$ cat config.mk
export PLATFORM = sky130hd
export DESIGN_NAME = amx_regs
export DESIGN_NICKNAME = d
export VERILOG_FILES = /design/src/rtl/amx_pkg.sv /design/src/rtl/amx_sel_if.sv /design/src/rtl/amx_mux_decode.sv /design/src/rtl/amx_regs.sv
export VERILOG_INCLUDE_DIRS = /design/src /design/src/rtl
export SDC_FILE = /design/constraint.sdc
export NUM_CORES = 1
export LEC_CHECK = 0
export ABC_CLOCK_PERIOD_IN_PS = 3300
export BUFFER_PORTS_ARGS = -buffer_cell sky130_fd_sc_hd__buf_2
export CORE_AREA = 4 4 155 231
export CTS_CLUSTER_DIAMETER = 150
export DETAILED_ROUTE_END_ITERATION = 6
export DIE_AREA = 0 0 159 235
export SKIP_LAST_GASP = 1
export SYNTH_ARGS = -nofsm -noshare
export SYNTH_HDL_FRONTEND = slang
export SYNTH_SLANG_ARGS = --single-unit
$ cat constraint.sdc
create_clock -name mclk -period 3.3 [get_ports mclk]
set_input_delay 0.66 -clock mclk [delete_from_list [all_inputs] [get_ports mclk]]
set_output_delay 0.66 -clock mclk [all_outputs]
set_load 0.01 [all_outputs]
$ cat src/rtl/amx_defines.svh
// Register offsets, field positions, reset values and timing counts
// for the converter's input selector, scan and calibration registers.
// Assumes inclusion by bare name from the rtl/ folder.
`ifndef AMX_DEFINES_SVH
`define AMX_DEFINES_SVH

// ****************************************************************
// Register offsets
// ****************************************************************
`define AMX_OFS_SELECTOR   4'h6
`define AMX_OFS_SCAN       4'h7
`define AMX_OFS_TIMER      4'h8
`define AMX_OFS_OFFSET     4'h9
`define AMX_OFS_GAIN       4'ha

// ****************************************************************
// Reset values
// ****************************************************************
`define AMX_RST_POS_SEL    4'h0
`define AMX_RST_NEG_SEL    4'h1
`define AMX_RST_SCAN       24'h000000
`define AMX_RST_TIMER      24'h000000
`define AMX_RST_OFFSET     24'h000000
`define AMX_RST_GAIN       24'h800000

// ****************************************************************
// Scan register fields
// ****************************************************************
`define AMX_SCAN_GAP_HI    23
`define AMX_SCAN_GAP_LO    21
`define AMX_SCAN_RSVD_BIT  20
`define AMX_SCAN_EN_HI     15
`define AMX_SCAN_EN_LO     0

// ****************************************************************
// Selector source codes
// ****************************************************************
`define AMX_SRC_GROUND     4'h8
`define AMX_SRC_SUPPLY     4'h9
`define AMX_SRC_RESERVED   4'ha
`define AMX_SRC_REF_HIGH   4'hb
`define AMX_SRC_REF_LOW    4'hc
`define AMX_SRC_DIODE_P    4'hd
`define AMX_SRC_DIODE_M    4'he
`define AMX_SRC_COMMON     4'hf

// ****************************************************************
// Timing: shortest nonzero scan gap, in master-clock periods
// ****************************************************************
`define AMX_GAP_BASE_CYC   10'h008

`endif

$ cat src/rtl/amx_pkg.sv
// Types shared by the selector and scan register logic.
// Assumes nothing beyond a SystemVerilog compiler.
package amx_pkg;

  // Scan sequencer states, one-hot
  typedef enum logic [2:0] {
    AMX_IDLE = 3'b001,
    AMX_CONV = 3'b010,
    AMX_GAP  = 3'b100
  } amx_state_t;

endpackage

$ cat src/rtl/amx_sel_if.sv
// Carrier between the register bank and one selector decoder.
// Assumes one decoder instance per interface instance.
`timescale 1ns/1ps
`default_nettype none

interface amx_sel_if;
  logic [3:0]  code;
  logic [15:0] route;
  logic        diode_bias;

  modport regs (output code, input route, input diode_bias);
  modport dec  (input code, output route, output diode_bias);
endinterface

`default_nettype wire

$ cat src/rtl/amx_mux_decode.sv
// Decoder for one 4-bit input selector into a one-hot source route.
// Assumes the code comes from a register; outputs are combinational.
`timescale 1ns/1ps
`default_nettype none
`include "amx_defines.svh"

module amx_mux_decode (
  amx_sel_if.dec sel
);

  // Codes 0-7 channels, 8 ground, 9 supply, b-f internal sources
  always_comb begin
    sel.route = 16'h0000;
    if (sel.code != `AMX_SRC_RESERVED) begin // RULE_01 RULE_02
      sel.route[sel.code] = 1'b1;
    end
  end

  // Either diode terminal draws the fixed bias current
  assign sel.diode_bias = (sel.code == `AMX_SRC_DIODE_P) ||
                          (sel.code == `AMX_SRC_DIODE_M); // RULE_05

endmodule

`default_nettype wire

$ cat src/rtl/amx_regs.sv
// Input selector, scan sequence, timer and calibration registers,
// with the scan sequencer that walks the enabled inputs.
// Assumes a synchronous register port from the serial command layer
// and conversion done pulses from the converter core, all on mclk.
`timescale 1ns/1ps
`default_nettype none
`include "amx_defines.svh"

// Overview of operation
// (RULE_01) Negative selector codes 0-7 pick channels 0-7; code 8 ground.
// (RULE_02) Codes f,e,d,c,b,9: common mode, diode M/P, ref low/high, supply.
// (RULE_03) Software never writes reserved selector code 1010.
// (RULE_04) Negative selector resets to code 0001, channel 1.
// (RULE_05) Diode codes enable diode bias; temperature wants selector 0xde.
// (RULE_06) Software avoids codes of unbonded channels on smaller variants.
// (RULE_07) Gap field bits 23:21 waits 0 or 8..512 clocks between conversions.
// (RULE_08) Offset correction is a 24-bit two's-complement code, reset zero.
// (RULE_09) Gain correction is a 24-bit unsigned code, reset 800000 hex.
// (RULE_10) Positive selector is the upper nibble, same encoding, reset 0000.
// (RULE_11) Set scan enable bits include that input in the scan sequence.
// (RULE_12) Software writes reserved bit 20 as zero; bits 19:16 read zero.
module amx_regs (
  input  wire logic        mclk,
  input  wire logic        rst_n,
  input  wire logic        reg_wr,
  input  wire logic        reg_rd,
  input  wire logic [3:0]  reg_addr,
  input  wire logic [23:0] reg_wdata,
  output logic      [23:0] reg_rdata,
  output logic             reg_rvalid,
  output logic      [15:0] pos_route,
  output logic      [15:0] neg_route,
  output logic             diode_bias_en,
  output logic      [23:0] scan_timer,
  output logic      [23:0] offset_correction,
  output logic      [23:0] gain_correction,
  input  wire logic        scan_start,
  input  wire logic        conv_done,
  output logic             conv_req,
  output logic      [3:0]  scan_slot,
  output logic             scan_busy,
  output logic             scan_done
);

  // ****************************************************************
  // Register storage
  // ****************************************************************
  logic [3:0]  pos_input_select_ff;
  logic [3:0]  neg_input_select_ff;
  logic [2:0]  scan_gap_field_ff;
  logic        scan_rsvd_ff;
  logic [15:0] scan_enables_ff;
  logic [23:0] timer_ff;
  logic [23:0] offset_ff;
  logic [23:0] gain_ff;

  // Selector byte, upper nibble positive, lower nibble negative
  always_ff @(posedge mclk or negedge rst_n) begin
    if (!rst_n) begin
      pos_input_select_ff <= `AMX_RST_POS_SEL; // RULE_10
      neg_input_select_ff <= `AMX_RST_NEG_SEL; // RULE_04
    end else if (reg_wr && reg_addr == `AMX_OFS_SELECTOR) begin
      pos_input_select_ff <= reg_wdata[7:4]; // RULE_10
      neg_input_select_ff <= reg_wdata[3:0];
    end
  end

  // Reset word held as a constant so its fields can be selected
  localparam logic [23:0] SCAN_RST = `AMX_RST_SCAN;

  // Scan settings; bits 19:16 are not stored at all
  always_ff @(posedge mclk or negedge rst_n) begin
    if (!rst_n) begin
      scan_gap_field_ff <= SCAN_RST[`AMX_SCAN_GAP_HI:`AMX_SCAN_GAP_LO];
      scan_rsvd_ff      <= SCAN_RST[`AMX_SCAN_RSVD_BIT];
      scan_enables_ff   <= SCAN_RST[`AMX_SCAN_EN_HI:`AMX_SCAN_EN_LO];
    end else if (reg_wr && reg_addr == `AMX_OFS_SCAN) begin
      scan_gap_field_ff <= reg_wdata[`AMX_SCAN_GAP_HI:`AMX_SCAN_GAP_LO];
      scan_rsvd_ff      <= reg_wdata[`AMX_SCAN_RSVD_BIT];
      scan_enables_ff   <= reg_wdata[`AMX_SCAN_EN_HI:`AMX_SCAN_EN_LO];
    end
  end

  // Timer and calibration words
  always_ff @(posedge mclk or negedge rst_n) begin
    if (!rst_n) begin
      timer_ff  <= `AMX_RST_TIMER;
      offset_ff <= `AMX_RST_OFFSET; // RULE_08
      gain_ff   <= `AMX_RST_GAIN;   // RULE_09
    end else if (reg_wr) begin
      if (reg_addr == `AMX_OFS_TIMER) begin
        timer_ff <= reg_wdata;
      end else if (reg_addr == `AMX_OFS_OFFSET) begin
        offset_ff <= reg_wdata; // RULE_08
      end else if (reg_addr == `AMX_OFS_GAIN) begin
        gain_ff <= reg_wdata; // RULE_09
      end
    end
  end

  assign scan_timer        = timer_ff;
  assign offset_correction = offset_ff; // Bit 23 is the sign
  assign gain_correction   = gain_ff;   // 800000 hex is unity

  // ****************************************************************
  // Register read port
  // ****************************************************************
  logic [23:0] nxt_rdata;

  // Unmapped offsets read as zero rather than holding stale data
  always_comb begin
    nxt_rdata = 24'h000000;
    if (reg_addr == `AMX_OFS_SELECTOR) begin
      nxt_rdata = {16'h0000, pos_input_select_ff, neg_input_select_ff};
    end else if (reg_addr == `AMX_OFS_SCAN) begin
      nxt_rdata = {scan_gap_field_ff, scan_rsvd_ff, 4'h0,
                   scan_enables_ff}; // RULE_12
    end else if (reg_addr == `AMX_OFS_TIMER) begin
      nxt_rdata = timer_ff;
    end else if (reg_addr == `AMX_OFS_OFFSET) begin
      nxt_rdata = offset_ff;
    end else if (reg_addr == `AMX_OFS_GAIN) begin
      nxt_rdata = gain_ff;
    end
  end

  // Read data lands one clock after the strobe
  always_ff @(posedge mclk or negedge rst_n) begin
    if (!rst_n) begin
      reg_rdata  <= 24'h000000;
      reg_rvalid <= 1'b0;
    end else begin
      reg_rvalid <= reg_rd;
      if (reg_rd) begin
        reg_rdata <= nxt_rdata;
      end
    end
  end

  // ****************************************************************
  // Selector decode
  // ****************************************************************
  amx_sel_if pos_sel ();
  amx_sel_if neg_sel ();

  assign pos_sel.code = pos_input_select_ff;
  assign neg_sel.code = neg_input_select_ff;

  amx_mux_decode u_pos_dec (
    .sel (pos_sel)
  );

  amx_mux_decode u_neg_dec (
    .sel (neg_sel)
  );

  // Routes are registered so the analog switches see no decode glitches
  always_ff @(posedge mclk or negedge rst_n) begin
    if (!rst_n) begin
      pos_route     <= 16'h0000;
      neg_route     <= 16'h0000;
      diode_bias_en <= 1'b0;
    end else begin
      pos_route     <= pos_sel.route; // RULE_10
      neg_route     <= neg_sel.route; // RULE_01 RULE_02
      diode_bias_en <= pos_sel.diode_bias | neg_sel.diode_bias; // RULE_05
    end
  end

  // ****************************************************************
  // Scan sequencer
  // ****************************************************************
  amx_pkg::amx_state_t state_ff;
  logic [9:0]          gap_cnt_ff;
  logic [4:0]          search_from;
  logic                next_found;
  logic [3:0]          next_slot;
  logic [9:0]          gap_cycles;

  // Search restarts at 0 from idle, else just past the current slot
  assign search_from = (state_ff == amx_pkg::AMX_IDLE) ? 5'h00 :
                       {1'b0, scan_slot} + 5'h01;

  // Lowest enabled input at or above the search start
  always_comb begin
    next_found = 1'b0;
    next_slot  = 4'h0;
    for (int i = 15; i >= 0; i--) begin
      if (scan_enables_ff[i] && i >= search_from) begin // RULE_11
        next_found = 1'b1;
        next_slot  = 4'(i);
      end
    end
  end

  // Gap of 8 << (code - 1) clocks; code 0 skips the gap state
  assign gap_cycles = `AMX_GAP_BASE_CYC <<
                      (scan_gap_field_ff - 3'h1); // RULE_07

  // Enables are sampled live, so a rewrite mid-scan takes effect
  // at the next slot search rather than at the next scan start
  always_ff @(posedge mclk or negedge rst_n) begin
    if (!rst_n) begin
      state_ff   <= amx_pkg::AMX_IDLE;
      gap_cnt_ff <= 10'h000;
      scan_slot  <= 4'h0;
      conv_req   <= 1'b0;
      scan_busy  <= 1'b0;
      scan_done  <= 1'b0;
    end else begin
      conv_req  <= 1'b0;
      scan_done <= 1'b0;
      case (state_ff)
        amx_pkg::AMX_IDLE: begin
          if (scan_start && next_found) begin
            scan_slot <= next_slot; // RULE_11
            conv_req  <= 1'b1;
            scan_busy <= 1'b1;
            state_ff  <= amx_pkg::AMX_CONV;
          end
        end
        amx_pkg::AMX_CONV: begin
          if (conv_done) begin
            if (!next_found) begin
              scan_busy <= 1'b0;
              scan_done <= 1'b1;
              state_ff  <= amx_pkg::AMX_IDLE;
            end else if (scan_gap_field_ff == 3'h0) begin
              scan_slot <= next_slot; // RULE_07
              conv_req  <= 1'b1;
            end else begin
              gap_cnt_ff <= gap_cycles - 10'h001; // RULE_07
              state_ff   <= amx_pkg::AMX_GAP;
            end
          end
        end
        amx_pkg::AMX_GAP: begin
          if (gap_cnt_ff != 10'h000) begin
            gap_cnt_ff <= gap_cnt_ff - 10'h001;
          end else if (next_found) begin
            scan_slot <= next_slot;
            conv_req  <= 1'b1;
            state_ff  <= amx_pkg::AMX_CONV;
          end else begin
            scan_busy <= 1'b0;
            scan_done <= 1'b1;
            state_ff  <= amx_pkg::AMX_IDLE;
          end
        end
        default: begin
          state_ff  <= amx_pkg::AMX_IDLE;
          scan_busy <= 1'b0;
        end
      endcase
    end
  end

endmodule

`default_nettype wire

* Yosys cells after proc, flatten, opt, wreduce, memory -nomap -nowiden
Index checks and enable logic that the tools add are counted.
** Storage, ports and cells
- Bits in registers :: 178
- Bits of input ports :: 34
- Word-level logic and storage cells :: 183
** Cells by class
- $add $sub $neg :: 4
- Magnitude comparators :: 20
- Equality and inequality tests :: 23
- Shift-type cells :: 1
- Muxes and demuxes :: 79
- Bitwise gates (word level) :: 3
- Reduce and logical (&&, ||, !) cells :: 34
** Operators by type and width (count)
- two-way mux 24 bit :: 5
- two-way mux 4 bit :: 22
- greater-or-equal comparator 4 x 5 -> 1 bit, first input constant :: 8
- two-way mux 10 bit :: 4
- two-way mux 16 bit :: 2
- two-way mux 1 bit :: 31
- equality test 4 bit, second input constant :: 7
- logical AND 1 bit :: 21
- greater-or-equal comparator 3 x 5 -> 1 bit, first input constant :: 4
- one-hot mux 10 bit (2 select lines) :: 1
- subtractor 10 x 1 -> 10 bit, second input constant :: 2
- two-way mux 3 bit :: 5
- inequality test 2 bit, second input constant :: 7
- one-hot mux 4 bit (3 select lines) :: 1
- greater-or-equal comparator 1 x 5 -> 1 bit, first input constant :: 2
- greater-or-equal comparator 2 x 5 -> 1 bit, first input constant :: 2
- < comparator 4 x 5 -> 1 bit, second input constant :: 2
- nonzero test 10 bit :: 1
- left shift 4 x 3 -> 10 bit, first input constant :: 1
- one-hot mux 3 bit (3 select lines) :: 1
- demux 1 bit (select 4 bit) :: 2
- equality test 4 x 3 -> 1 bit, second input constant :: 2
- greater-or-equal comparator 4 x 1 -> 1 bit, second input constant :: 2
- inequality test 4 bit, second input constant :: 2
- 22 further kinds :: 27

* Logic depth before layout (Yosys ltp)
Gate-level depths: netlist (run 1).
- Depth in word-level cells :: 24
- Depth in mapped cells :: 12
- Gate-level depth less buffers :: 9

* By module
A second synthesis (run 1) with hierarchy kept.
** Second synthesis, totals
- Cells, all modules :: 727
- Area, all modules :: 8341.8 µm²
** Modules (own cells, without submodules)
- amx_regs :: times used 1, cells each 679, area an instance 8082.8 µm², seq. area each 4458.0 µm²
- amx_mux_decode (u_neg_dec) :: times used 1, cells each 24, area an instance 143.9 µm², seq. area each 0.0 µm²
- amx_mux_decode (u_pos_dec) :: times used 1, cells each 24, area an instance 115.1 µm², seq. area each 0.0 µm²

* Worst setup path before layout (run 1)
OpenSTA, ideal clock, no wires.
- Kind :: register to register
- Start point :: register scan_slot[0]
- End point :: register gap_cnt_ff[8]
- Library setup time :: 0.128 ns
- Data arrival time :: 2.584 ns
- Path slack :: 0.589 ns
- Cell stages (with the launch flop) :: 10
- Buffers on the path :: 1
- Period minus slack after synthesis :: 2.711 ns
- Cells stage by stage :: dfrtp_1 > ha_1 > buf_4 > inv_1 > o41ai_2 > nand2b_1 > o21a_1 > nor4_4 > o22ai_4 > mux2_1
** Between the ends
- Word-level cells in the longest chain between the ends :: 22
** RTL lines
- start: declaration :: RTL line amx_regs.sv:40 : output logic [3:0] scan_slot,
- start signal: assignment :: RTL line amx_regs.sv:216 : scan_slot <= next_slot;
- start signal: assignment :: RTL line amx_regs.sv:229 : scan_slot <= next_slot;
- start signal: assignment :: RTL line amx_regs.sv:241 : scan_slot <= next_slot;
- adder 4 x 1 -> 5 bit * :: RTL line amx_regs.sv:182 : {1'b0, scan_slot} + 5'h01;
- two-way mux 5 bit * :: RTL line amx_regs.sv:181 : assign search_from = (state_ff == amx_pkg::AMX_IDLE) ? 5'h00 :
- greater-or-equal comparator 4 x 5 -> 1 bit :: RTL line amx_regs.sv:189 : if (scan_enables_ff[i] && i >= search_from) begin
- logical AND 1 bit :: RTL line amx_regs.sv:189
- two-way mux 1 bit (15 in series) :: RTL line amx_regs.sv:189
- two-way mux 1 bit * :: RTL line amx_regs.sv:189
- inequality test 2 bit (no source line) *
- AND reduction 5 bit (no source line) *
- end signal: assignment :: RTL line amx_regs.sv:232 : gap_cnt_ff <= gap_cycles - 10'h001;
- end signal: assignment :: RTL line amx_regs.sv:239 : gap_cnt_ff <= gap_cnt_ff - 10'h001;
- end: declaration :: RTL line amx_regs.sv:174 : logic [9:0] gap_cnt_ff;
Every way passes the cells marked *; elsewhere a longest branch is shown, timed or not.
A chain may end at the register's enable or synchronous reset.

* Worst setup path after layout (run 1)
- Start point :: register scan_slot[1]
- End point :: register gap_cnt_ff[8]
Same word-level chain as after synthesis.

==> impl_metrics.csv, run 1 <==
group,metric,value,unit
outcome,outcome,"finished clean",
sta,clock_skew,0.0124,ns
synth,synth_fa_ha_area_share,0.300,%
drt,drt_wl_total,25300,µm
global_routing,grtUsageTotal,13.6,%
pwr,power.switching,1.96,mW
sta,finalCritPeriodShare,91.0,%
cts,cts.clk_slew.worst_paths,0.07,ns
sta,rsz0062_at_grt,"no",
synth,synth_edf_count,0,
global_routing,grt_pass1_vias,6795,
cts,cts_buffers,17,
critical_path,end_kind,"flip-flop",
sta,setup_viol,0,
cts,clk_latency,0.45,ns
global_routing,grt_max_degree,85,
synth,syn_area,0.00833,mm²
sta,worstMarginPinSlew,0.971,ns
drt,dr.pass1.iters,4,
placement,numPortBuffers,168,
critical_path,crit_path_top_delay_cell,"dfrtp_1",
synth,syn-instance-count,757,
hold_path,min_path_type,"in -> async",
synth,synth_ff_type,"dfrtp_1",
cts,root_buffer,"clkbuf_16",
sta,fmax,333,MHz
critical_path,crit_type,"reg -> reg",
synth,synthArstFlopShare,100,%
synth,synth_xor_area_share,0.526,%
synth,synth_compound_area_share,12.0,%
critical_path,critPathTopFamily,"compound AO/OA/AOI/OAI gates",
synth,synth-simple-area-share,13.6,%
sta,finalHoldViolCount,0,
cts,cts_setup_buffers,0,
die,ios,171,
layout,area_delta_synth_final,23.4,%
critical_path,worst-path-buf-inv,1,
global_routing,antenna_found_initial,3,
sta,fin_crit,3.00,ns
sta,maxSlewHeadroom,35.2,%
global_routing,overflow,0,
drt,drc_errors,0,
pwr,internal_power,4.19,mW
drt,post_drt_via_cell_ratio,4.83,
die,die_w,159,µm
critical_path,crit_chain,"ha_2, inv_1, o41ai_2, nand2b_1, o21a_1, nor4_4, o22ai_4, mux2_1",
critical_path,cp-start-kind,"flip-flop",
drt,num_vias,6522,
cts,h-tree-depth,4,
die,rows,82,
placement,hpwl,18900,µm
sta,finalMaxSlewViolations,0,
synth,yosys_warnings,0,
synth,synth_top_family_by_area,"multiplexers",
pwr,seq_power_share,46.4,%
synth,synth_area_leaders,"dfrtp_1 52%, mux2_2 14%, nor2_1 4.0%",
cts,cts_tree,"built",
synth,yosysMostFrequentCell,"dfrtp_1",
synth,synth_common_cells,"173 x dfrtp_1, 100 x mux2_2, 89 x nor2_1",
drt,ant_nets,0,
layout,drive_gt1_share,37.0,%
critical_path,path_max_fanout,15,
pwr,power.density,598,mW/mm²
cts,cts.sinks,176,
synth,synth_top_area_share,52.0,%
placement,dpl-instance-area,0.00970,mm²
placement,gp_congestion,0.892,
drt,drtIter0Drc,344,
cts,cts.path.max_buffers,2,
global_routing,grt_pass1_wl,39800,µm
drt,drt-wirelength-per-cell,18.8,µm
critical_path,worstPathArrival,3.33,ns
pwr,p_clk_share,32.5,%
die,dieHeight,235,µm
sta,fin_setup_tns,0,ns
pwr,swShare,31.9,%
critical_path,r2r_slack,0.30,ns
synth,yosysTopAreaCell,"dfrtp_1",
die,initial_core_util,24.8,%
pwr,combPwrFrac,21.0,%
pwr,ir_drop,0.359,mV
synth,synthMuxAreaShare,17.4,%
synth,ys_seq_elements,176,
layout,design_area,0.0103,mm²
run,cap_violations,0,
critical_path,required,3.62,ns
synth,synthDistinctLibCells,70,
synth,syn_avg_cell_area,11.0,µm²
die,die_area,0.0374,mm²
layout,fin_nets,953,
pwr,leakage,4.74,nW
synth,ys_seq_area_share,52.9,%
critical_path,critPathMaxStageDelay,0.48,ns
die,core_area,0.0335,mm²
[final timing paths]
kind / from / to / cells past startpoint
worst max-delay path: scan_slot[1] / gap_cnt_ff[8] / 8
worst min-delay path: rst_n / scan_timer[19] / 1
worst max register to register: scan_slot[1] / gap_cnt_ff[8] / 8
worst min register to register: scan_busy / scan_busy / 1
max in group asynchronous: rst_n / gain_correction[4] / 2
min in group mclk: reg_wdata[17] / offset_correction[17] / 2
[cell families (layout without fill, tap and decap cells)]
group                      after synthesis  count (layout)
other                                    1               3
DFF                                    176             176
buffers and inverters                   59             230
adders and majority gates                2               2
xor gates and xnor gates                 5               5
and+or+nand+nor                        234             234
AOI/OAI and AO/OA                      148             148
muxes                                  132             132
[layout make-up]
cell class | count | area [µm²]
Fill cell | 3445 | 23300
Inverter | 7 | 26.3
Tap cell | 420 | 526
Timing Repair Buffer | 192 | 1060
Antenna cell | 1 | 2.50
Clock buffer | 17 | 425
Multi-Input combinational cell | 523 | 3670
Clock inverter | 14 | 149
Sequential cell | 176 | 4410
[sequential cells by signal, summed over array words and instances, names as in the netlist]
register	cells
reg_rvalid	1
reg_rdata	24
scan_slot	4
scan_rsvd_ff	1
offset_correction	24
scan_gap_field_ff	3
conv_req	1
diode_bias_en	1
gap_cnt_ff	10
scan_done	1
scan_enables_ff	16
state_ff	3
pos_route	15
neg_input_select_ff	4
scan_busy	1
neg_route	15
scan_timer	24
pos_input_select_ff	4
gain_correction	24
[worst reg2reg max path, stage by stage (launching register included)]
cell	delay (ns)
dfrtp_1	0.48
ha_2	0.48
inv_1	0.13
o41ai_2	0.42
nand2b_1	0.13
o21a_1	0.24
nor4_4	0.41
o22ai_4	0.24
mux2_1	0.36
[what timing repair did]
action / CTS / global route
hold endpoints to repair: 0 / 0
setup endpoints to repair: 0 / 1
gates resized for setup: 0 / 1
hold buffers: 0 / 0
[stage by stage]
stage                     hold WS (ns)  setup slack (ns)  utilization [%]  instances  power (mW)
after CTS                        0.298             0.218             30.6       1349        6.24
after global placement           0.471             0.333             28.9       1318        4.18
final                            0.251             0.298             30.6       1350        6.14
after global routing             0.328            0.0971             30.6       1350        6.48
after floorplan                  0.364             0.589                -        758        3.56
after detailed placement         0.469             0.239             28.9       1318        4.21
[cells in the final DEF (no fill, tap or decap), drive strengths merged, types with 3 or more instances in the layout]
cell | netlist | layout
buf | 15 | 192
dfrtp | 173 | 173
mux2 | 101 | 101
nor2 | 89 | 89
nand2 | 54 | 54
o21ai | 38 | 38
a21oi | 36 | 36
mux2i | 31 | 31
nor3 | 28 | 28
nand2b | 17 | 17
clkbuf | 37 | 17
inv | 7 | 15
a221oi | 12 | 12
o21a | 9 | 9
o2bb2ai | 9 | 9
o211ai | 6 | 6
nand3 | 5 | 5
nand3b | 5 | 5
nor3b | 5 | 5
nor4 | 5 | 5
and3 | 4 | 4
xnor2 | 4 | 4
o221ai | 4 | 4
a31oi | 4 | 4
o31ai | 4 | 4
nand4 | 4 | 4
a211oi | 4 | 4
nor2b | 4 | 4
nand4b | 3 | 3
a21o | 3 | 3
dfstp | 3 | 3
o22ai | 3 | 3
o41ai | 3 | 3
clkinv | 0 | 3
[routing by layer]
| layer | track usage [%] | share of wire [%] | up-vias |
|---|---|---|---|
| met1 | 15.1 | 40 | 3269 |
| met3 | 3.00 | 4.4 | 47 |
| li1 | - | - | 3037 |
| met2 | 24.4 | 52 | 165 |
| met5 | 0 | 0.083 | - |
| met4 | 6.63 | 3.6 | 4 |
[power groups by stage]
stage               registers (mW)  logic, mW  clock network (mW)
floorplan                     2.90      0.669                   0
global placement              2.88       1.30                   0
detailed placement            2.90       1.31                   0
CTS                           2.86       1.32                2.07
global route                  2.91       1.42                2.15
finish                        2.85       1.29                2.00
(Power assumes the default switching activity.)
==> run 2: changes to the inputs <==
HOLD_SLACK_MARGIN = 0.06   (was not set)
RECOVER_POWER = 50   (was not set)
==> run 2 against run 1 <==
Effect of this change: the run now ends with capacitance limit, slew limit left; critical endpoint unchanged; wire length barely moved; clock power is essentially flat; hold slack improved by 0.22 ns; clock skew barely moved; utilization shrank 0.19 points; sequential power about the same.
==> impl_metrics.csv, run 2 (synthesis gave the netlist of run 1 again) <==
group,metric,value,unit
outcome,outcome,"finished with violations",
outcome,violations,"capacitance limit, slew limit",
cts,cts_setup_buffers,0,
critical_path,critPathMaxStageDelay,0.48,ns
layout,drive_gt1_share,32.9,%
die,die_area,0.0374,mm²
global_routing,grt_pass1_wl,39800,µm
drt,drtIter0Drc,365,
cts,cts.path.max_buffers,2,
critical_path,critPathLaunch,"scan_slot[1]",
placement,gp_congestion,0.892,
sta,finalMaxSlewViolations,84,
drt,dr.pass1.iters,5,
global_routing,overflow,0,
critical_path,r2r_slack,0.30,ns
die,core_area,0.0335,mm²
cts,cts_tree,"built",
layout,fin_util,30.4,%
cts,cts.sinks,176,
layout,stdcell_count,1351,
global_routing,grt_pass1_vias,6795,
drt,drt-wirelength-per-cell,18.8,µm
cts,cts_buffers,17,
drt,drc_errors,0,
sta,fin_ws,0.304,ns
layout,ff_latch_area,0.00441,mm²
die,initial_core_util,24.8,%
critical_path,worstPathArrival,3.32,ns
cts,cts_hold_buf,0,
critical_path,required,3.62,ns
critical_path,crit_end,"gap_cnt_ff[8]",
drt,ant_nets,0,
placement,numPortBuffers,168,
cts,root_buffer,"clkbuf_16",
cts,h-tree-depth,4,
critical_path,critPathTopFamily,"compound AO/OA/AOI/OAI gates",
cts,clk_latency,0.44,ns
critical_path,reg2reg_depth,8,
critical_path,r2r_start,"scan_slot[1]",
die,die_w,159,µm
die,dieHeight,235,µm
placement,dpl-instance-area,0.00970,mm²
global_routing,grtUsageTotal,13.6,%
sta,rsz0062_at_grt,"no",
sta,maxSlewHeadroom,-49.0,%
global_routing,antenna_found_initial,3,
sta,setup_viol,0,
critical_path,worst-path-buf-inv,1,
layout,layout_commonest_cell,"dfrtp_1",
layout,mostFrequentLayoutCells,"173 x dfrtp_1, 134 x buf_2, 100 x mux2_2",
placement,hpwl,18900,µm
layout,design_area,0.0102,mm²
sta,fin_crit,3.00,ns
critical_path,path_depth,8,
critical_path,crit_chain,"ha_2, inv_1, o41ai_2, nand2b_1, o21a_1, nor4_4, o22ai_4, mux2_1",
sta,finalCritPeriodShare,90.8,%
drt,post_drt_via_cell_ratio,4.84,
sta,worstMarginPinSlew,2.23,ns
critical_path,path_max_fanout,15,
hold_path,hold_depth,2,
drt,num_vias,6538,
global_routing,grt_max_degree,85,
critical_path,end_kind,"flip-flop",
sta,finalHoldViolCount,0,
placement,placed_cells,1318,
cts,cts.clk_slew.worst_paths,0.07,ns
critical_path,crit_type,"reg -> reg",
run,cap_violations,1,
layout,multi_input_area,0.00367,mm²
critical_path,cp-start-kind,"flip-flop",
sta,fin_setup_tns,0,ns
pwr,leakage,4.59,nW
critical_path,reg2reg_to,"gap_cnt_ff[8]",
pwr,power,6.13,mW
sta,clock_skew,0.0125,ns
pwr,power.density,600,mW/mm²
placement,post-place-ws,0.239,ns
sta,fmax,334,MHz
drt,drt_wl_total,25300,µm
pwr,ir_drop,0.358,mV
die,ios,171,
layout,fin_nets,953,
die,rows,82,
hold_path,min_path_type,"in -> reg",
critical_path,crit_path_top_delay_cell,"dfrtp_1",
layout,area_delta_synth_final,22.6,%
layout,fillCellCount,3465,
cts,cts_resized,0,
sta,holdWs,0.475,ns
[run 2: power by group]
part	total [mW]	switching, mW	internal [mW]
clock	2.00	0.936	1.06
sequential	2.85	0.335	2.52
combinational	1.28	0.688	0.588
total	6.13	1.96	4.17
[run 2: worst min-delay path by stage]
stage | startpoint | endpoint | slack [ns]
after floorplan | rst_n | conv_req | 0.36
after global placement | scan_busy | scan_busy | 0.47
after detailed placement | reg_rdata[17] | reg_rdata[17] | 0.47
after CTS | rst_n | scan_timer[19] | 0.30
after global routing | reg_wdata[17] | offset_correction[17] | 0.45
final | reg_wdata[17] | offset_correction[17] | 0.47
[run 2: final cells by class]
cell class	count	area share, %
Antenna cell	2	0.0490
Tap cell	420	5.15
Multi-Input combinational cell	523	36.0
Timing Repair Buffer	192	9.79
Clock buffer	17	4.17
Inverter	7	0.257
Sequential cell	176	43.2
Clock inverter	14	1.46
[run 2: per-layer routing]
metal	global-route usage (%)	vias to the layer above	share of wire [%]
li1	-	3040	-
met1	15.1	3258	39
met2	24.4	190	53
met3	3.00	46	4.3
met4	6.63	4	3.6
met5	0	-	0.083
